**src/common/irq_flags_pkg.sv**
```systemverilog
// Constants for the peripheral interrupt flag block: register map,
// field positions and reset values.
// Assumes a 32-bit APB slave with byte addresses four times the index.
package irq_flags_pkg;
   // Register indices; byte address is four times the index
   localparam logic [7:0] IDX_FLAGS_ONE   = 8'h0C;
   localparam logic [7:0] IDX_FLAGS_TWO   = 8'h0D;
   localparam logic [7:0] IDX_ENABLES_ONE = 8'h8C;
   localparam logic [7:0] IDX_ENABLES_TWO = 8'h8D;
   localparam logic [7:0] IDX_CORE_CTRL   = 8'h8B;
   localparam logic [7:0] IDX_RX_DATA     = 8'h1A;
   localparam logic [7:0] IDX_TX_DATA     = 8'h19;
   // Flag and enable bit positions, first register
   localparam int BIT_PARALLEL  = 7;
   localparam int BIT_CONVERTER = 6;
   localparam int BIT_RECEIVE   = 5;
   localparam int BIT_TRANSMIT  = 4;
   localparam int BIT_SYNC      = 3;
   localparam int BIT_CAPCMP1   = 2;
   localparam int BIT_PERIOD    = 1;
   localparam int BIT_OVERFLOW  = 0;
   // Second register: capture/compare unit two
   localparam int BIT_CAPCMP2   = 0;
   // Core control bits
   localparam int BIT_GLOBAL_EN = 7;
   localparam int BIT_PERIPH_EN = 6;
   // Read-only buffer flags in the first flag register
   localparam logic [7:0] MASK_FLAGS_RO = 8'h30;
   // Reset values
   localparam logic [7:0] RST_FLAGS    = 8'h00;
   localparam logic [7:0] RST_ENABLES  = 8'h00;
   localparam logic [7:0] RST_CORE     = 8'h00;
   localparam logic [7:0] RST_DATA     = 8'h00;
endpackage

```
**src/core/event_flag.sv**
```systemverilog
// One sticky interrupt flag: hardware set, software write-zero clear.
// Assumes set and clear are synchronous to clk.
`timescale 1ns/1ns
`default_nettype none
module event_flag
(
   input  wire logic clk,
   input  wire logic arst_n,
   input  wire logic set_pulse,   // Event from the peripheral
   input  wire logic clr_pulse,   // Software writes zero
   input  wire logic wr_one,      // Software writes one
   output logic      flag_ff
);
   // Set beats clear so an event in the clearing cycle survives
   always_ff @(posedge clk or negedge arst_n)
   begin
      if (!arst_n)
         flag_ff <= 1'b0;
      else if (set_pulse || wr_one)
         flag_ff <= 1'b1;
      else if (clr_pulse)
         flag_ff <= 1'b0;
   end

   // Flag held unless cleared
   AST_STICKY: assert property (@(posedge clk) disable iff (!arst_n)
      flag_ff && !clr_pulse |=> flag_ff)
      else $error("flag dropped without clear");
   AST_SET: assert property (@(posedge clk) disable iff (!arst_n)
      set_pulse |=> flag_ff)
      else $error("event lost");
endmodule
`default_nettype wire

```
**src/core/periph_irq.sv**
```systemverilog
// Peripheral interrupt flags, enables and core gating behind APB.
// Assumes event inputs come from logic on clk as one-cycle pulses and
// the buffer level inputs are steady levels on the same clock.
//
// The APB slave port was left to the implementer.
`timescale 1ns/1ns
`default_nettype none
module periph_irq
(
   input  wire logic        clk,
   input  wire logic        arst_n,
   // APB slave
   input  wire logic        psel,
   input  wire logic        penable,
   input  wire logic        pwrite,
   input  wire logic [11:0] paddr,
   input  wire logic [31:0] pwdata,
   output logic             pready,
   output logic [31:0]      prdata,
   output logic             pslverr,
   // Peripheral events
   input  wire logic        parallel_access,
   input  wire logic        conversion_done,
   input  wire logic        rx_buffer_full,
   input  wire logic        tx_buffer_empty,
   input  wire logic        sync_serial_done,
   input  wire logic        capcmp_one_pwm_mode,
   input  wire logic        capcmp_one_event,
   input  wire logic        period_match,
   input  wire logic        timer_one_overflow,
   input  wire logic        capcmp_two_event,
   // Side effects toward the serial unit
   output logic             rx_data_read_ff,
   output logic             tx_data_write_ff,
   output logic [7:0]       tx_data_ff,
   // Request to the core
   output logic             periph_irq_ff
);
   // ---------------------------------------------------------------
   // Bus decode
   // ---------------------------------------------------------------
   logic        wr_en;            // Write access phase
   logic        rd_en;            // Read access phase
   logic [7:0]  idx;              // Word index of the access
   logic        flags_one_wr;     // Write to flags one
   logic        flags_two_wr;     // Write to flags two
   logic [7:0]  wbyte;            // Low byte of write data

   // Word index from byte address; low bits ignored
   function automatic logic hit(input logic [7:0] a, input logic [7:0] i);
      hit = (a == i);
   endfunction

   assign wr_en        = psel && penable && pwrite;
   assign rd_en        = psel && penable && !pwrite;
   assign idx          = paddr[9:2];
   assign wbyte        = pwdata[7:0];
   assign flags_one_wr = wr_en && hit(idx, irq_flags_pkg::IDX_FLAGS_ONE);
   assign flags_two_wr = wr_en && hit(idx, irq_flags_pkg::IDX_FLAGS_TWO);

   // ---------------------------------------------------------------
   // Enable and control registers
   // ---------------------------------------------------------------
   logic [7:0] enables_one_ff;    // Per-source enables, first bank
   logic [7:0] enables_two_ff;    // Unit two enable in bit 0
   logic [7:0] core_ctrl_ff;      // Global and peripheral enables

   // Software-owned enables; enables one kept as written, reserved bits of
   // enables two and core control are forced to zero on write
   always_ff @(posedge clk or negedge arst_n)
   begin
      if (!arst_n)
      begin
         enables_one_ff <= irq_flags_pkg::RST_ENABLES;
         enables_two_ff <= irq_flags_pkg::RST_ENABLES;
         core_ctrl_ff   <= irq_flags_pkg::RST_CORE;
      end
      else
      begin
         if (wr_en && hit(idx, irq_flags_pkg::IDX_ENABLES_ONE))
            enables_one_ff <= wbyte;
         if (wr_en && hit(idx, irq_flags_pkg::IDX_ENABLES_TWO))
            enables_two_ff <= {7'h00, wbyte[irq_flags_pkg::BIT_CAPCMP2]};
         if (wr_en && hit(idx, irq_flags_pkg::IDX_CORE_CTRL))
            core_ctrl_ff <= {wbyte[7:6], 6'h00};
      end
   end

   // ---------------------------------------------------------------
   // Sticky flags
   // ---------------------------------------------------------------
   logic [7:0] set_one;           // Hardware set per bit
   logic [7:0] flags_one;         // Assembled flag byte
   logic       flag_two;          // Unit two flag
   logic       capcmp_one_set;    // Unit one event outside PWM

   // PWM mode leaves the unit one flag alone
   assign capcmp_one_set = capcmp_one_event && !capcmp_one_pwm_mode;

   // Event vector by bit position; buffer bits are not latched
   always_comb
   begin
      set_one = 8'h00;
      set_one[irq_flags_pkg::BIT_PARALLEL]  = parallel_access;
      set_one[irq_flags_pkg::BIT_CONVERTER] = conversion_done;
      set_one[irq_flags_pkg::BIT_SYNC]      = sync_serial_done;
      set_one[irq_flags_pkg::BIT_CAPCMP1]   = capcmp_one_set;
      set_one[irq_flags_pkg::BIT_PERIOD]    = period_match;
      set_one[irq_flags_pkg::BIT_OVERFLOW]  = timer_one_overflow;
   end

   // Sticky flags set without regard to enables; only a zero write clears
   genvar g;
   generate
      for (g = 0; g < 8; g++)
      begin : g_flag
         if (g == irq_flags_pkg::BIT_RECEIVE || g == irq_flags_pkg::BIT_TRANSMIT)
         begin : g_level
            // Buffer state bits are driven live below
         end
         else
         begin : g_sticky
            event_flag u_flag
            (
               .clk       (clk),
               .arst_n    (arst_n),
               .set_pulse (set_one[g]),
               .clr_pulse (flags_one_wr && !wbyte[g]),
               .wr_one    (flags_one_wr && wbyte[g]),
               .flag_ff   (flags_one[g])
            );
         end
      end
   endgenerate

   // Read-only buffer state; cleared by data register access upstream
   assign flags_one[irq_flags_pkg::BIT_RECEIVE]  = rx_buffer_full;
   assign flags_one[irq_flags_pkg::BIT_TRANSMIT] = tx_buffer_empty;

   event_flag u_flag_two
   (
      .clk       (clk),
      .arst_n    (arst_n),
      .set_pulse (capcmp_two_event),
      .clr_pulse (flags_two_wr && !wbyte[irq_flags_pkg::BIT_CAPCMP2]),
      .wr_one    (flags_two_wr && wbyte[irq_flags_pkg::BIT_CAPCMP2]),
      .flag_ff   (flag_two)
   );

   // ---------------------------------------------------------------
   // Serial data register side effects
   // ---------------------------------------------------------------
   // One-cycle strobes tell the serial unit its buffer was touched
   always_ff @(posedge clk or negedge arst_n)
   begin
      if (!arst_n)
      begin
         rx_data_read_ff  <= 1'b0;
         tx_data_write_ff <= 1'b0;
         tx_data_ff       <= irq_flags_pkg::RST_DATA;
      end
      else
      begin
         rx_data_read_ff  <= rd_en && hit(idx, irq_flags_pkg::IDX_RX_DATA);
         tx_data_write_ff <= wr_en && hit(idx, irq_flags_pkg::IDX_TX_DATA);
         if (wr_en && hit(idx, irq_flags_pkg::IDX_TX_DATA))
            tx_data_ff <= wbyte;
      end
   end

   // ---------------------------------------------------------------
   // Request to the core
   // ---------------------------------------------------------------
   logic any_enabled;             // OR of masked flags

   assign any_enabled = |(flags_one & enables_one_ff)
                      | (flag_two & enables_two_ff[irq_flags_pkg::BIT_CAPCMP2]);

   // Registered so the output comes from a flop; one cycle of latency
   always_ff @(posedge clk or negedge arst_n)
   begin
      if (!arst_n)
         periph_irq_ff <= 1'b0;
      else
         periph_irq_ff <= any_enabled
                        && core_ctrl_ff[irq_flags_pkg::BIT_PERIPH_EN]
                        && core_ctrl_ff[irq_flags_pkg::BIT_GLOBAL_EN];
   end

   // ---------------------------------------------------------------
   // Read path
   // ---------------------------------------------------------------
   logic [7:0] rd_byte;           // Selected register
   logic       mapped;            // Address known

   always_comb
   begin
      rd_byte = 8'h00;
      mapped  = 1'b1;
      unique case (idx)
         irq_flags_pkg::IDX_FLAGS_ONE:   rd_byte = flags_one;
         irq_flags_pkg::IDX_FLAGS_TWO:   rd_byte = {7'h00, flag_two};
         irq_flags_pkg::IDX_ENABLES_ONE: rd_byte = enables_one_ff;
         irq_flags_pkg::IDX_ENABLES_TWO: rd_byte = enables_two_ff;
         irq_flags_pkg::IDX_CORE_CTRL:   rd_byte = core_ctrl_ff;
         irq_flags_pkg::IDX_RX_DATA:     rd_byte = 8'h00;
         irq_flags_pkg::IDX_TX_DATA:     rd_byte = tx_data_ff;
         default:                        mapped  = 1'b0;
      endcase
   end

   // Zero-wait slave; setup cycle registers the answer for the access phase
   always_ff @(posedge clk or negedge arst_n)
   begin
      if (!arst_n)
      begin
         pready  <= 1'b0;
         prdata  <= 32'h0000_0000;
         pslverr <= 1'b0;
      end
      else
      begin
         pready  <= psel && !penable;
         pslverr <= psel && !penable && !mapped;
         prdata  <= (psel && !penable && !pwrite) ? {24'h00_0000, rd_byte} : 32'h0000_0000;
      end
   end

   // ---------------------------------------------------------------
   // Checks: request gating
   // ---------------------------------------------------------------
   // Either enable low holds the request down one edge later
   AST_GATE_GLOBAL: assert property (@(posedge clk) disable iff (!arst_n)
      !core_ctrl_ff[irq_flags_pkg::BIT_GLOBAL_EN] |=> !periph_irq_ff)
      else $error("request without global enable");
   AST_GATE_PERIPH: assert property (@(posedge clk) disable iff (!arst_n)
      !core_ctrl_ff[irq_flags_pkg::BIT_PERIPH_EN] |=> !periph_irq_ff)
      else $error("request without peripheral enable");
   // A masked-in flag with both enables set must get through
   AST_REQ_FOLLOWS: assert property (@(posedge clk) disable iff (!arst_n)
      any_enabled && core_ctrl_ff[irq_flags_pkg::BIT_GLOBAL_EN]
      && core_ctrl_ff[irq_flags_pkg::BIT_PERIPH_EN] |=> periph_irq_ff)
      else $error("enabled flag gave no request");
   // With every flag masked out the request stays low
   AST_MASKED: assert property (@(posedge clk) disable iff (!arst_n)
      (flags_one & enables_one_ff) == 8'h00
      && !(flag_two && enables_two_ff[irq_flags_pkg::BIT_CAPCMP2]) |=> !periph_irq_ff)
      else $error("request from a masked flag");

   // ---------------------------------------------------------------
   // Checks: flag setting
   // ---------------------------------------------------------------
   // Each event outside unit one PWM mode shows one edge later, whatever the enables hold
   AST_PAR_SET: assert property (@(posedge clk) disable iff (!arst_n)
      parallel_access |=> flags_one[irq_flags_pkg::BIT_PARALLEL])
      else $error("parallel port flag not set");
   AST_CONV_SET: assert property (@(posedge clk) disable iff (!arst_n)
      conversion_done |=> flags_one[irq_flags_pkg::BIT_CONVERTER])
      else $error("conversion flag not set");
   AST_SYNC_SET: assert property (@(posedge clk) disable iff (!arst_n)
      sync_serial_done |=> flags_one[irq_flags_pkg::BIT_SYNC])
      else $error("serial done flag not set");
   AST_CAP_SET: assert property (@(posedge clk) disable iff (!arst_n)
      capcmp_one_event && !capcmp_one_pwm_mode |=> flags_one[irq_flags_pkg::BIT_CAPCMP1])
      else $error("unit one flag not set");
   AST_PERIOD_SET: assert property (@(posedge clk) disable iff (!arst_n)
      period_match |=> flags_one[irq_flags_pkg::BIT_PERIOD])
      else $error("period match flag not set");
   AST_OVF_SET: assert property (@(posedge clk) disable iff (!arst_n)
      timer_one_overflow |=> flags_one[irq_flags_pkg::BIT_OVERFLOW])
      else $error("overflow flag not set");
   AST_TWO_SET: assert property (@(posedge clk) disable iff (!arst_n)
      capcmp_two_event |=> flag_two)
      else $error("unit two flag not set");
   // PWM mode must leave the unit one flag as it was
   AST_PWM_QUIET: assert property (@(posedge clk) disable iff (!arst_n)
      capcmp_one_event && capcmp_one_pwm_mode && !flags_one[irq_flags_pkg::BIT_CAPCMP1]
      && !flags_one_wr |=> !flags_one[irq_flags_pkg::BIT_CAPCMP1])
      else $error("unit one flag set in PWM mode");

   // ---------------------------------------------------------------
   // Checks: clearing
   // ---------------------------------------------------------------
   // Nothing but a software write takes a sticky flag down
   AST_STICKY_ONE: assert property (@(posedge clk) disable iff (!arst_n)
      flags_one[irq_flags_pkg::BIT_SYNC] && !flags_one_wr
      |=> flags_one[irq_flags_pkg::BIT_SYNC])
      else $error("serial done flag dropped");
   // A zero write clears only when no event competes in that cycle
   AST_CLEAR: assert property (@(posedge clk) disable iff (!arst_n)
      flags_one_wr && !wbyte[irq_flags_pkg::BIT_OVERFLOW] && !timer_one_overflow
      |=> !flags_one[irq_flags_pkg::BIT_OVERFLOW])
      else $error("zero write did not clear");

   // ---------------------------------------------------------------
   // Checks: bus and serial strobes
   // ---------------------------------------------------------------
   AST_READY: assert property (@(posedge clk) disable iff (!arst_n)
      psel && !penable |=> pready)
      else $error("no ready in access phase");
   // Buffer bits are read live, never from a latch
   AST_LIVE_BITS: assert property (@(posedge clk) disable iff (!arst_n)
      psel && !penable && !pwrite && hit(idx, irq_flags_pkg::IDX_FLAGS_ONE)
      |=> prdata[irq_flags_pkg::BIT_RECEIVE] == $past(rx_buffer_full)
      && prdata[irq_flags_pkg::BIT_TRANSMIT] == $past(tx_buffer_empty))
      else $error("buffer bits not shown live");
   AST_RX_STROBE: assert property (@(posedge clk) disable iff (!arst_n)
      rd_en && hit(idx, irq_flags_pkg::IDX_RX_DATA) |=> rx_data_read_ff)
      else $error("receive read strobe missing");
   AST_TX_STROBE: assert property (@(posedge clk) disable iff (!arst_n)
      wr_en && hit(idx, irq_flags_pkg::IDX_TX_DATA) |=> tx_data_write_ff)
      else $error("transmit write strobe missing");
   // One cycle long, so the serial unit empties its buffer once per access
   AST_RX_ONCE: assert property (@(posedge clk) disable iff (!arst_n)
      rx_data_read_ff |=> !rx_data_read_ff)
      else $error("receive read strobe too long");

   // Main scenarios
   CV_IRQ: cover property (@(posedge clk) disable iff (!arst_n) $rose(periph_irq_ff));
   CV_SET_CLR: cover property (@(posedge clk) disable iff (!arst_n)
      timer_one_overflow && flags_one_wr && !wbyte[0]);
   CV_TX_WR: cover property (@(posedge clk) disable iff (!arst_n) tx_data_write_ff);
   CV_PWM_EVENT: cover property (@(posedge clk) disable iff (!arst_n)
      capcmp_one_event && capcmp_one_pwm_mode);
   CV_UNIT_TWO: cover property (@(posedge clk) disable iff (!arst_n)
      capcmp_two_event && enables_two_ff[irq_flags_pkg::BIT_CAPCMP2]);
endmodule
`default_nettype wire

```
**config.mk**
```make
export PLATFORM = sky130hd
export DESIGN_NAME = periph_irq
export DESIGN_NICKNAME = d
export VERILOG_FILES = /design/src/common/irq_flags_pkg.sv /design/src/core/event_flag.sv /design/src/core/periph_irq.sv
export SDC_FILE = /design/constraint.sdc
export NUM_CORES = 1
export LEC_CHECK = 0
export BUFFER_PORTS_ARGS = -buffer_cell sky130_fd_sc_hd__buf_4
export CAP_MARGIN = 20
export CORE_MARGIN = 5
export CORE_UTILIZATION = 39
export DETAILED_ROUTE_END_ITERATION = 16
export GPL_TIMING_DRIVEN = 0
export HOLD_SLACK_MARGIN = 0.05
export PLACE_DENSITY = 0.71
export SYNTH_ARGS = -nofsm -noshare
export SYNTH_HDL_FRONTEND = slang
export SYNTH_SLANG_ARGS = --single-unit
```
**constraint.sdc**
```tcl
create_clock -name clk -period 3.8 [get_ports clk]
set_clock_uncertainty 0.05 [all_clocks]
set_input_delay 0.19 -clock clk [delete_from_list [all_inputs] [get_ports clk]]
set_output_delay 0.19 -clock clk [all_outputs]
set_load 0.01 [all_outputs]
```
== Yosys cells after proc, flatten, opt, wreduce, memory -nomap -nowiden ==
Cells that the tools add are included.
W data, S select, Z words.

* Bitwise gates (word level): 3
* Mux-type cells: 17
* Reductions and logical operators: 56
* Equality and inequality tests: 7

{| class="wikitable"
|+ Operator list
! kind !! count
|-
| $pmux W8 S6 || 1
|-
| $logic_and A1 B1 Y1 || 30
|-
| $eq A8 B8 Y1 const B || 3
|-
| $eq A8 B4 Y1 const B || 2
|-
| $eq A8 B5 Y1 const B || 2
|-
| $mux W1 || 15
|-
| $reduce_bool A2 Y1 || 7
|-
| $logic_not A1 Y1 || 10
|-
| $and A8 B8 Y8 || 1
|-
| $mux W8 || 1
|-
| $reduce_or A8 Y1 || 1
|-
| $logic_or A1 B1 Y1 || 7
|-
| $reduce_or A7 Y1 || 1
|-
| $and A1 B1 Y1 || 1
|-
| $or A1 B1 Y1 || 1
|}

* Register bits: 39
* Logic and storage cells: 100
* Output and inout bits: 45
* Input port bits: 59

== Longest topological paths before layout ==
Gate-level depths: netlist of run 1.

* Depth after elaboration: 6
* Depth in mapped cells: 6
* Mapped depth without buffers: 4

== Hierarchy ==
From an unflattened synthesis of run 1, not the netlist that was laid out.

* Cells, all modules: 226
* Area total of the unflattened synthesis: 2133.3 um^2

{| class="wikitable"
|+ Modules (own cells, without submodules)
! module !! cells each !! area an instance (um^2) !! instances
|-
| periph_irq || 198 || 1870.5 || 1
|-
| event_flag || 4 || 37.5 || 7
|}

== Least setup slack after synthesis of run 1 ==
No wires, ideal clock.

* Path type: input -> register
* Start point: input paddr[6]
* End point: register g_flag[0].g_sticky.u_flag.flag_ff
* Arrival: 1496 ps
* Slack: 2130 ps
* Cell stages on the path: 4
* Path through: or3_4 or4_1 buf_2 a211o_1

* Word-level cells in the longest chain between the ends: 5
* Elaborated cells between the ends (all ways): 7
* Classes of those cells: eq/ne (1); mux (1); reduce/logical (5)

{| class="wikitable"
|+ Ends and longest elaborated chain
! what !! RTL line !! RTL
|-
| start, declared || periph_irq.sv:16 || <nowiki>input wire logic [11:0] paddr,</nowiki>
|-
| $eq A8 B4 Y1 (*) || periph_irq.sv:51 || <nowiki>hit = (a == i);</nowiki>
|-
| $logic_and A1 B1 Y1 (*) || periph_irq.sv:58 || <nowiki>assign flags_one_wr = wr_en && hit(idx, irq_flags_pkg::IDX_FLAGS_ONE);</nowiki>
|-
| $logic_and A1 B1 Y1 || periph_irq.sv:129 || <nowiki>.wr_one (flags_one_wr && wbyte[g]),</nowiki>
|-
| $logic_or A1 B1 Y1 || event_flag.sv:19 || <nowiki>else if (set_pulse || wr_one)</nowiki>
|-
| $mux W1 or $reduce_bool A2 Y1 (tied branches) || -- ||
|-
| end signal, assigned || event_flag.sv:18 || <nowiki>flag_ff <= 1'b0;</nowiki>
|-
| end signal, assigned || event_flag.sv:20 || <nowiki>flag_ff <= 1'b1;</nowiki>
|-
| end signal, assigned || event_flag.sv:22 || <nowiki>flag_ff <= 1'b0;</nowiki>
|-
| end, declared || event_flag.sv:12 || <nowiki>output logic flag_ff</nowiki>
|}

Every way passes the cells marked *; elsewhere a longest branch is shown, timed or not.
A chain may end at the register's enable or synchronous reset.

== Worst setup path in the final report of run 1 ==
* Start point: input pwrite
* End point: register tx_data_ff[5]

* Word-level cells in the longest chain between the ends: 2

{| class="wikitable"
|+ Ends and longest elaborated chain
! what !! RTL line !! RTL
|-
| start, declared || periph_irq.sv:15 || <nowiki>input wire logic pwrite,</nowiki>
|-
| $logic_and A1 B1 Y1 || periph_irq.sv:54 || <nowiki>assign wr_en = psel && penable && pwrite;</nowiki>
|-
| $logic_and A1 B1 Y1 || periph_irq.sv:166 || <nowiki>if (wr_en && hit(idx, irq_flags_pkg::IDX_TX_DATA))</nowiki>
|-
| end signal, assigned || periph_irq.sv:160 || <nowiki>tx_data_ff <= irq_flags_pkg::RST_DATA;</nowiki>
|-
| end signal, assigned || periph_irq.sv:167 || <nowiki>tx_data_ff <= wbyte;</nowiki>
|-
| end, declared || periph_irq.sv:35 || <nowiki>output logic [7:0] tx_data_ff,</nowiki>
|}

No other way between the ends.

==> impl_metrics.py, run 1 <==
metrics = {
    "status": {
        "status": "finished, final reports clean",
    },
    "critical_path": {
        "cpLargestDelayFamily": "buffers and inverters",
        "r2r_setup_slack_ps": 2360,
        "regToRegEndpoint": "prdata[0]",
        "reg2regPathDepth": 4,
        "worst_setup_path_end_kind": "register",
        "start_kind": "primary input",
        "critical_path_peak_fanout": 9,
        "standard_cell_with_the_maximum_stage_delay_on_the_critical_path": "sky130_fd_sc_hd__dlygate4sd3_1",
        "crit_buf_inv": 3,
        "max_stage_delay_ps": 540,
        "critical_path_rt_ps": 3930,
        "crit_path_start": "pwrite",
        "crit_arrival_ps": 2030,
        "crit_path_cell_trace": "dlygate4sd3_1 > buf_4 > and3_1 > clkbuf_1 > nand2_1 > mux2_2",
        "worst_r2r_startpoint": "u_flag_two.flag_ff",
        "path_class": "in -> reg",
    },
    "power": {
        "worst_ir_drop_vdd_v": 0.000192,
        "power.static_leakage_uw": 0.00135,
        "power.total_uw": 838,
        "power_density_mw_per_mm2": 306,
    },
    "synth": {
        "postSynthRegisterBits": 39,
        "post_synthesis_compound_gate_area_fraction": 0.108,
        "synth-main-ff-cell": "sky130_fd_sc_hd__dfrtp_1",
        "netlist_instances": 173,
        "synth-simple-area-share": 0.139,
        "post_synth_fa_ha_maj_area_fraction": 0,
        "async_flop_share": 1.00,
        "ys.warnings.count": 0,
        "post_synth.cell_area_avg_um2": 11.6,
        "syn_area_mm2": 0.00200,
        "synth_cell_types": 37,
        "synth.area.mux_share": 0.157,
        "synth_top_family_by_area": "multiplexers",
        "synth_edf_count": 0,
        "synth-seq-area-share": 0.488,
        "synth-xor-area-share": 0,
    },
    "cts": {
        "numCtsBuffers": 5,
        "clock_sinks": 39,
        "cts.repair_timing.setup_buffer_count": 0,
        "cts-root-buf": "sky130_fd_sc_hd__clkbuf_8",
        "maximum_count_of_clock_buffers_along_a_single_path": 2,
        "tritoncts": "built",
        "worst_skew_pair.late_latency_ps": 300,
        "ctsResizeCount": 0,
        "h-tree-depth": 2,
        "clk_transition_reported_paths_ps": 70,
    },
    "cells_and_area": {
        "finalNetCount": 321,
        "area_growth_pct": 36.9,
        "nFillCells": 487,
        "layout.cells.most_common": "sky130_fd_sc_hd__buf_4",
        "most-common-layout-cells": "75 x sky130_fd_sc_hd__buf_4, 39 x sky130_fd_sc_hd__dfrtp_1, 27 x sky130_fd_sc_hd__mux2_2, 24 x sky130_fd_sc_hd__conb_1, 12 x sky130_fd_sc_hd__a22oi_1",
        "post_route_cells_drive_above_1_share": 0.433,
        "num_antenna_cells": 0,
    },
    "global_routing": {
        "antenna_violations_before_repair": 0,
        "vias_in_the_first_global_route": 1590,
        "first_pass_grt_wire_length_um": 7610,
        "groute.layer.met3.usage": 0.0362,
        "grt_util_all_layers": 0.153,
        "grt.met2_usage": 0.244,
        "grt_start_max_net_pins": 40,
        "gr-total-overflow": 0,
        "grt_most_used_layer": "met2",
        "grt_util_met1": 0.201,
    },
    "worst_hold_path": {
        "min_delay_path_depth": 2,
        "holdCritPathClass": "in -> reg",
        "worstHoldStart": "pwdata[5]",
        "worst_hold_path.endpoint": "enables_one_ff[5]",
    },
    "job": {
        "max_cap_violations": 0,
    },
    "sta": {
        "final_critical_path_setup_slack_ps": 1900,
        "share_of_the_clock_period_used_by_the_worst_path": 0.500,
        "maxSlewHeadroom": 0.512,
        "max_slew_vio_count": 0,
        "timing.final.setup_violations": 0,
        "worst_slew_pin_slew_ps": 726,
        "grt_setup_unrepaired": "false",
        "hold_violations": 0,
        "finalSetupTns_ps": 0,
        "max_freq_mhz": 526,
        "finalCriticalPeriod_ps": 1900,
    },
    "drt": {
        "post_drt_via_cell_ratio": 4.72,
        "aggregate_routed_wire_length_um": 4820,
        "drtPass1Iterations": 4,
        "route.detailed.wl_per_inst_um": 14.5,
        "initialDrtViolationCount": 85,
        "route.antenna.remaining_nets": 0,
        "dr_total_vias": 1573,
        "drc": 0,
    },
    "placed_design": {
        "port_buffer_count": 50,
        "routabilityCongestion": 0.815,
        "dp_worst_setup_slack_ps": 1740,
        "post-dp-hpwl_um": 3610,
    },
    "floorplanning": {
        "core.rowCount": 26,
        "die_area_mm2": 0.00667,
        "ioPinCount": 104,
        "core_region_area_mm2": 0.00504,
        "die_h_um": 81.6,
        "fp.dieW_um": 81.6,
        "initial_core_util": 0.397,
    },
}
-- final cells by class --
class,instances,area [um2],area share
clock buffers,8,100,0.0365
well taps,70,87.6,0.0319
repair buffers,59,465,0.170
inverters,2,7.51,0.00274
plain buffers,29,205,0.0749
multi-input cells,126,900,0.328
flip-flops and latches,39,976,0.356
-- layer usage --
layer | vias up | wire [um]
li1 | 773 | -
met1 | 732 | 2110
met2 | 60 | 2280
met3 | 8 | 360
met4 | 0 | 68
met5 | - | 0
-- state kept, by name, indices dropped and copies added (netlist names) --
name / cells
pslverr: 1
rx_data_read_ff: 1
prdata: 8
enables_one_ff: 8
periph_irq_ff: 1
tx_data_ff: 8
tx_data_write_ff: 1
enables_two_ff: 1
core_ctrl_ff: 2
pready: 1
u_flag_two.flag_ff: 1
g_flag.g_sticky.u_flag.flag_ff: 6
-- what timing repair did --
item / CTS / global route
endpoints found under the hold margin: 47 / 0
endpoints found under the setup margin: 0 / 0
hold buffers: 9 / 0
-- worst reg2reg max path, stage by stage (launching register included) --
cell	delay, ps
sky130_fd_sc_hd__dfrtp_1	380
sky130_fd_sc_hd__mux2_2	160
sky130_fd_sc_hd__a22oi_1	80
sky130_fd_sc_hd__or4b_1	510
sky130_fd_sc_hd__a22oi_1	160
-- kinds of logic after synthesis --
family	count (synthesis)
multiplexers	28
buffers and inverters	31
AO/OA/AOI/OAI	30
flip-flops	39
AND/OR/NAND/NOR	44
other	1
-- per-stage QoR --
step | utilization | std cells | hold slack (ps) | cell area [um2]
detailed placement | 0.506 | 316 | 139 | 2550
floorplan | - | 196 | -156 | 2090
finish | 0.544 | 333 | 82.1 | 2740
global route | 0.544 | 333 | 78.4 | 2740
global placement | 0.506 | 316 | 128 | 2550
CTS | 0.544 | 333 | 82.7 | 2740
-- synth_stat cells (2+ instances only) --
cell,count,area (um2)
sky130_fd_sc_hd__and3_1,6,37.5
sky130_fd_sc_hd__nand4b_1,3,26.3
sky130_fd_sc_hd__buf_4,25,188
sky130_fd_sc_hd__a22oi_1,12,90.1
sky130_fd_sc_hd__nand2_1,6,22.5
sky130_fd_sc_hd__or4b_1,2,20.0
sky130_fd_sc_hd__a211o_1,5,43.8
sky130_fd_sc_hd__nand3_1,3,15.0
sky130_fd_sc_hd__clkbuf_1,2,7.51
sky130_fd_sc_hd__mux2_2,27,304
sky130_fd_sc_hd__nor2b_1,3,18.8
sky130_fd_sc_hd__a21oi_1,6,30.0
sky130_fd_sc_hd__nor3_1,6,30.0
sky130_fd_sc_hd__nor2_1,4,15.0
sky130_fd_sc_hd__buf_2,2,10.0
sky130_fd_sc_hd__inv_1,2,7.51
sky130_fd_sc_hd__dfrtp_1,39,976
-- where the power goes --
part           total (uW)  internal (uW)  switching [uW]
clock                 307            166             141
sequential            422            419            2.68
combinational         109           59.0            50.1
-- worst max path at each step --
stage	cells after the start	slack, ps	end
2_1_floorplan	4	2130	g_flag[0].g_sticky.u_flag.flag_ff
3_3_place_gp	5	1740	prdata[0]
3_5_place_dp	5	1740	prdata[0]
4_1_cts	6	1880	tx_data_ff[5]
5_1_grt	6	1810	tx_data_ff[5]
6_report	6	1900	tx_data_ff[5]
(Power assumes the default switching activity.)
==> inputs of run 2 (changes only) <==
- PLACE_DENSITY: 0.71 -> 0.73
- clock period: 3.8 -> 1.7 ns (I/O delays scaled with it)
==> run 2 against run 1 <==
Routed wire length shrank 5.2%. Critical path depth is the same. Via count grew 3.8%. Sequential power grew 120%. Flip-flop and latch count is the same. Cell count grew 3.9%. Critical path type unchanged. Global-route usage shrank 0.36 points.
==> impl_metrics.py, run 2 (same netlist as run 1, synthesis figures left out) <==
metrics = {
    "status": {
        "status": "finished, final reports clean",
    },
    "drt": {
        "route.antenna.remaining_nets": 0,
        "post_drt_via_cell_ratio": 4.72,
        "drtPass1Iterations": 4,
        "aggregate_routed_wire_length_um": 4560,
        "drc": 0,
        "initialDrtViolationCount": 76,
        "route.detailed.wl_per_inst_um": 13.2,
        "dr_total_vias": 1632,
    },
    "sta": {
        "share_of_the_clock_period_used_by_the_worst_path": 0.919,
        "finalSetupTns_ps": 0,
        "max_slew_vio_count": 0,
        "worst_slew_pin_slew_ps": 538,
        "hold_violations": 0,
        "final_critical_path_setup_slack_ps": 137,
        "max_freq_mhz": 640,
        "maxSlewHeadroom": 0.642,
        "timing.final.setup_violations": 0,
        "finalCriticalPeriod_ps": 1560,
        "grt_setup_unrepaired": "false",
    },
    "global_routing": {
        "vias_in_the_first_global_route": 1622,
        "grt_util_all_layers": 0.149,
        "gr-total-overflow": 0,
        "grt_start_max_net_pins": 40,
        "first_pass_grt_wire_length_um": 7510,
        "antenna_violations_before_repair": 0,
    },
    "placed_design": {
        "port_buffer_count": 50,
        "post-dp-hpwl_um": 3460,
        "routabilityCongestion": 0.844,
        "dp_worst_setup_slack_ps": -266,
    },
    "cts": {
        "h-tree-depth": 2,
        "numCtsBuffers": 5,
        "worst_skew_pair.late_latency_ps": 290,
        "cts-root-buf": "sky130_fd_sc_hd__clkbuf_8",
        "tritoncts": "built",
        "maximum_count_of_clock_buffers_along_a_single_path": 2,
        "clk_transition_reported_paths_ps": 70,
        "clock_sinks": 39,
    },
    "critical_path": {
        "path_class": "in -> reg",
        "start_kind": "primary input",
        "critical_path_peak_fanout": 8,
        "critical_path_rt_ps": 1850,
        "crit_arrival_ps": 1710,
        "worst_setup_path_end_kind": "register",
    },
    "power": {
        "worst_ir_drop_vdd_v": 0.000437,
        "power.static_leakage_uw": 0.00142,
        "power_density_mw_per_mm2": 689,
    },
    "cells_and_area": {
        "multi_input_area_um2": 905,
        "nFillCells": 460,
        "area_growth_pct": 44.6,
        "final_util": 0.574,
        "layout.cells.most_common": "sky130_fd_sc_hd__buf_4",
        "finalNetCount": 334,
        "area.sequential_um2": 976,
        "post_route_cells_drive_above_1_share": 0.420,
        "most-common-layout-cells": "75 x sky130_fd_sc_hd__buf_4, 39 x sky130_fd_sc_hd__dfrtp_1, 27 x sky130_fd_sc_hd__mux2_2, 24 x sky130_fd_sc_hd__conb_1, 22 x sky130_fd_sc_hd__dlygate4sd3_1",
        "num_antenna_cells": 0,
        "layout_top_registers": "enables_one_ff x8, prdata x8, tx_data_ff x8",
    },
    "floorplanning": {
        "ioPinCount": 104,
        "fp.dieW_um": 81.6,
        "die_h_um": 81.6,
        "core_region_area_mm2": 0.00504,
        "die_area_mm2": 0.00667,
        "initial_core_util": 0.397,
        "core.rowCount": 26,
    },
    "job": {
        "max_cap_violations": 0,
    },
    "worst_hold_path": {
        "holdCritPathClass": "in -> reg",
    },
}
run 2: changes by cell type in the layout (fill, tap and decap cells not counted), sizes merged:
cell,change
clkinv,+1
bufinv,+1
dlygate4sd3,+13
clkbuf,-2
run 2: worst paths after layout:
check                      slack, ps                           endpoint                               from  cells past startpoint
max                              140                          prdata[6]                            penable                      6
min                               70                          prdata[0]                           paddr[3]                      3
max reg2reg                      280                          prdata[0]                 u_flag_two.flag_ff                      4
min reg2reg                      480  g_flag[7].g_sticky.u_flag.flag_ff  g_flag[7].g_sticky.u_flag.flag_ff                      1
max in group asynchronous       1020                 u_flag_two.flag_ff                             arst_n                      2
min in group asynchronous        250                            pslverr                             arst_n                      2
run 2: worst max-delay path, cell delays in order:
cell and delay (ps):
sky130_fd_sc_hd__buf_4 120, sky130_fd_sc_hd__dlygate4sd3_1 540, sky130_fd_sc_hd__nor2b_1 190, sky130_fd_sc_hd__nor2b_1 200, sky130_fd_sc_hd__nand4_1 300, sky130_fd_sc_hd__a22oi_1 280
run 2: where the power goes:
group / internal, uW / switching (uW) / total [uW]
Sequential: 936 / 5.98 / 942
Clock: 475 / 314 / 789
Combinational: 148 / 114 / 262
run 2: timing repair:
action	4_1_cts	5_1_grt
setup buffers	0	0
resized for setup	0	1
hold endpoints to repair	67	0
setup endpoints to repair	0	8
hold buffers	22	0
run 2: area by class of cell:
| cell class | instances | area share |
|---|---|---|
| timing repair buffer | 72 | 0.206 |
| sequential | 39 | 0.337 |
| clock inverter | 2 | 0.0121 |
| multi-input combinational | 126 | 0.313 |
| inverter | 2 | 0.00259 |
| tap | 70 | 0.0303 |
| buffer | 29 | 0.0709 |
| clock buffer | 6 | 0.0285 |
run 2: per-stage QoR:
stage,hold slack [ps],instance area (um2),total power (uW),cells
3_5_place_dp,31.8,2550,1190,316
2_1_floorplan,-261,2090,1080,196
6_report,70.6,2890,1990,346
3_3_place_gp,23.4,2550,1180,316
4_1_cts,52.3,2890,2010,346
5_1_grt,65.0,2890,2080,346
run 2: per-layer routing:
layer / up-vias / global-route usage / wire, um
li1: 799 / - / -
met1: 765 / 0.184 / 1870
met3: 5 / 0.0450 / 404
met4: 0 / 0.0548 / 53
met2: 63 / 0.246 / 2230
met5: - / 0 / 0
==> inputs of run 3 (changes only) <==
- BUFFER_PORTS_ARGS: -buffer_cell sky130_fd_sc_hd__buf_4 -> default
- CORE_ASPECT_RATIO: default -> 0.7
- DONT_BUFFER_PORTS: default -> 1
- PLACE_DENSITY: 0.73 -> default
==> run 3 against run 2 <==
Maximum frequency rose by 8.8%. Power fell by 7.7%. Sequential share of layout area rose by 4.4 points. Highest routed layer unchanged. Largest cell class unchanged. Flip-flop and latch count did not move. Via count fell by 11%. Register-to-register slack barely moved. Routed wire length rose by 7.4%. Sequential power rose by 0.4%. Die area rose by 0.35%. Non-clock buffer count fell by 45.
==> impl_metrics.py, run 3 (same netlist as run 1, synthesis figures left out) <==
metrics = {
    "floorplanning": {
        "initial_core_util": 0.410,
        "core_region_area_mm2": 0.00489,
        "core.rowCount": 21,
        "die_area_mm2": 0.00669,
        "ioPinCount": 104,
        "fp.dieW_um": 95.6,
        "die_h_um": 69.9,
    },
    "sta": {
        "final_critical_path_setup_slack_ps": 263,
        "finalCriticalPeriod_ps": 1440,
        "max_slew_vio_count": 0,
        "share_of_the_clock_period_used_by_the_worst_path": 0.845,
        "maxSlewHeadroom": 0.637,
        "worst_slew_pin_slew_ps": 542,
        "hold_violations": 0,
        "grt_setup_unrepaired": "false",
        "timing.final.setup_violations": 0,
        "max_freq_mhz": 696,
    },
    "cts": {
        "cts-root-buf": "sky130_fd_sc_hd__clkbuf_8",
        "tritoncts": "built",
        "maximum_count_of_clock_buffers_along_a_single_path": 2,
        "cts.repair_timing.setup_buffer_count": 0,
        "clk_transition_reported_paths_ps": 70,
        "numCtsBuffers": 5,
        "h-tree-depth": 2,
        "worst_skew_pair.late_latency_ps": 290,
        "clock_sinks": 39,
    },
    "cells_and_area": {
        "layout_top_registers": "enables_one_ff x8, prdata x8, tx_data_ff x8",
        "num_antenna_cells": 0,
        "layout.cells.most_common": "sky130_fd_sc_hd__dfrtp_1",
        "final_util": 0.524,
        "finalNetCount": 289,
        "post_route_cells_drive_above_1_share": 0.286,
        "post_layout_nonfiller_instances": 300,
        "area_growth_pct": 27.9,
        "most-common-layout-cells": "39 x sky130_fd_sc_hd__dfrtp_1, 27 x sky130_fd_sc_hd__mux2_2, 26 x sky130_fd_sc_hd__dlygate4sd3_1, 25 x sky130_fd_sc_hd__buf_4, 24 x sky130_fd_sc_hd__conb_1",
    },
    "status": {
        "status": "finished, final reports clean",
    },
    "worst_hold_path": {
        "worstHoldStart": "paddr[3]",
        "holdCritPathClass": "in -> reg",
        "worst_hold_path.endpoint": "pslverr",
        "min_delay_path_depth": 2,
    },
    "placed_design": {
        "port_buffer_count": 0,
        "post-dp-hpwl_um": 3590,
        "dp_worst_setup_slack_ps": -231,
        "routabilityCongestion": 0.796,
        "placed_cells": 265,
    },
    "critical_path": {
        "crit_path_start": "paddr[9]",
        "worst_r2r_startpoint": "enables_two_ff[0]",
        "max_stage_delay_ps": 340,
        "reg2regPathDepth": 4,
        "critical_path_rt_ps": 1850,
        "crit_buf_inv": 2,
        "cpLargestDelayFamily": "simple AND/OR/NAND/NOR gates",
        "regToRegEndpoint": "prdata[0]",
        "start_kind": "primary input",
        "r2r_setup_slack_ps": 270,
        "crit_arrival_ps": 1580,
        "worst_setup_path_end_kind": "register",
        "path_class": "in -> reg",
        "critical_path_peak_fanout": 10,
        "crit_path_cell_trace": "buf_4 > nor4b_1 > and4b_1 > buf_2 > o21ai_1 > a22oi_1",
        "standard_cell_with_the_maximum_stage_delay_on_the_critical_path": "sky130_fd_sc_hd__nor4b_1",
    },
    "global_routing": {
        "grt_start_max_net_pins": 40,
        "vias_in_the_first_global_route": 1460,
        "grt_util_all_layers": 0.150,
        "antenna_violations_before_repair": 0,
        "gr-total-overflow": 0,
        "first_pass_grt_wire_length_um": 7780,
    },
    "power": {
        "power_density_mw_per_mm2": 719,
        "worst_ir_drop_vdd_v": 0.000455,
        "power.static_leakage_uw": 0.00119,
    },
    "drt": {
        "aggregate_routed_wire_length_um": 4900,
        "route.detailed.wl_per_inst_um": 16.3,
        "dr_total_vias": 1451,
        "route.antenna.remaining_nets": 0,
        "initialDrtViolationCount": 55,
        "post_drt_via_cell_ratio": 4.84,
        "drc": 0,
        "drtPass1Iterations": 4,
    },
    "job": {
        "max_cap_violations": 0,
    },
}
-- run 3: cell types whose count changed in the layout (fill, tap and decap cells not counted), sizes merged --
cell and change:
buf -49, clkbuf +2, dlygate4sd3 +4, bufinv -1, clkinv -1
-- run 3: layer usage --
| layer | part of all wire | track usage |
|---|---|---|
| met1 | 0.49 | 0.226 |
| met2 | 0.42 | 0.202 |
| met3 | 0.086 | 0.0526 |
| met4 | 0.0029 | 0.0331 |
| met5 | 0 | 0 |
-- run 3: area by class of cell --
class / count / area, um2
plain buffers: 29 / 205
fillers: 469 / 2330
clock buffers: 8 / 100
flip-flops and latches: 39 / 976
well taps: 69 / 86.3
inverters: 2 / 7.51
repair buffers: 27 / 280
multi-input cells: 126 / 905
-- run 3: repair_timing --
item	in CTS	in global routing
setup endpoints to repair	0	7
hold buffers	27	0
resized for setup	0	1
hold endpoints to repair	70	0
-- run 3: how the worst max path moves through the flow --
stage / endpoint / slack (ps) / cells after the start
2_1_floorplan: g_flag[0].g_sticky.u_flag.flag_ff / 140 / 4
3_3_place_gp: prdata[7] / -180 / 4
3_5_place_dp: prdata[6] / -230 / 4
4_1_cts: prdata[6] / 70 / 4
5_1_grt: prdata[0] / 80 / 6
6_report: prdata[6] / 260 / 6
-- run 3: power by group --
group	internal [uW]	switching, uW	total [uW]
logic	113	93.0	206
registers	936	9.52	946
clock network	370	318	688
total	1420	421	1840
-- run 3: through the flow --
stage               total power (uW)  area, um2  TNS [ps]  hold WS, ps
finish                          1840       2560         0         56.9
global route                    1920       2560         0         58.2
CTS                             1850       2550         0         53.4
detailed placement              1090       2170     -1560         -260
global placement                1090       2170     -1090         -259
floorplan                       1080       2090         0         -261
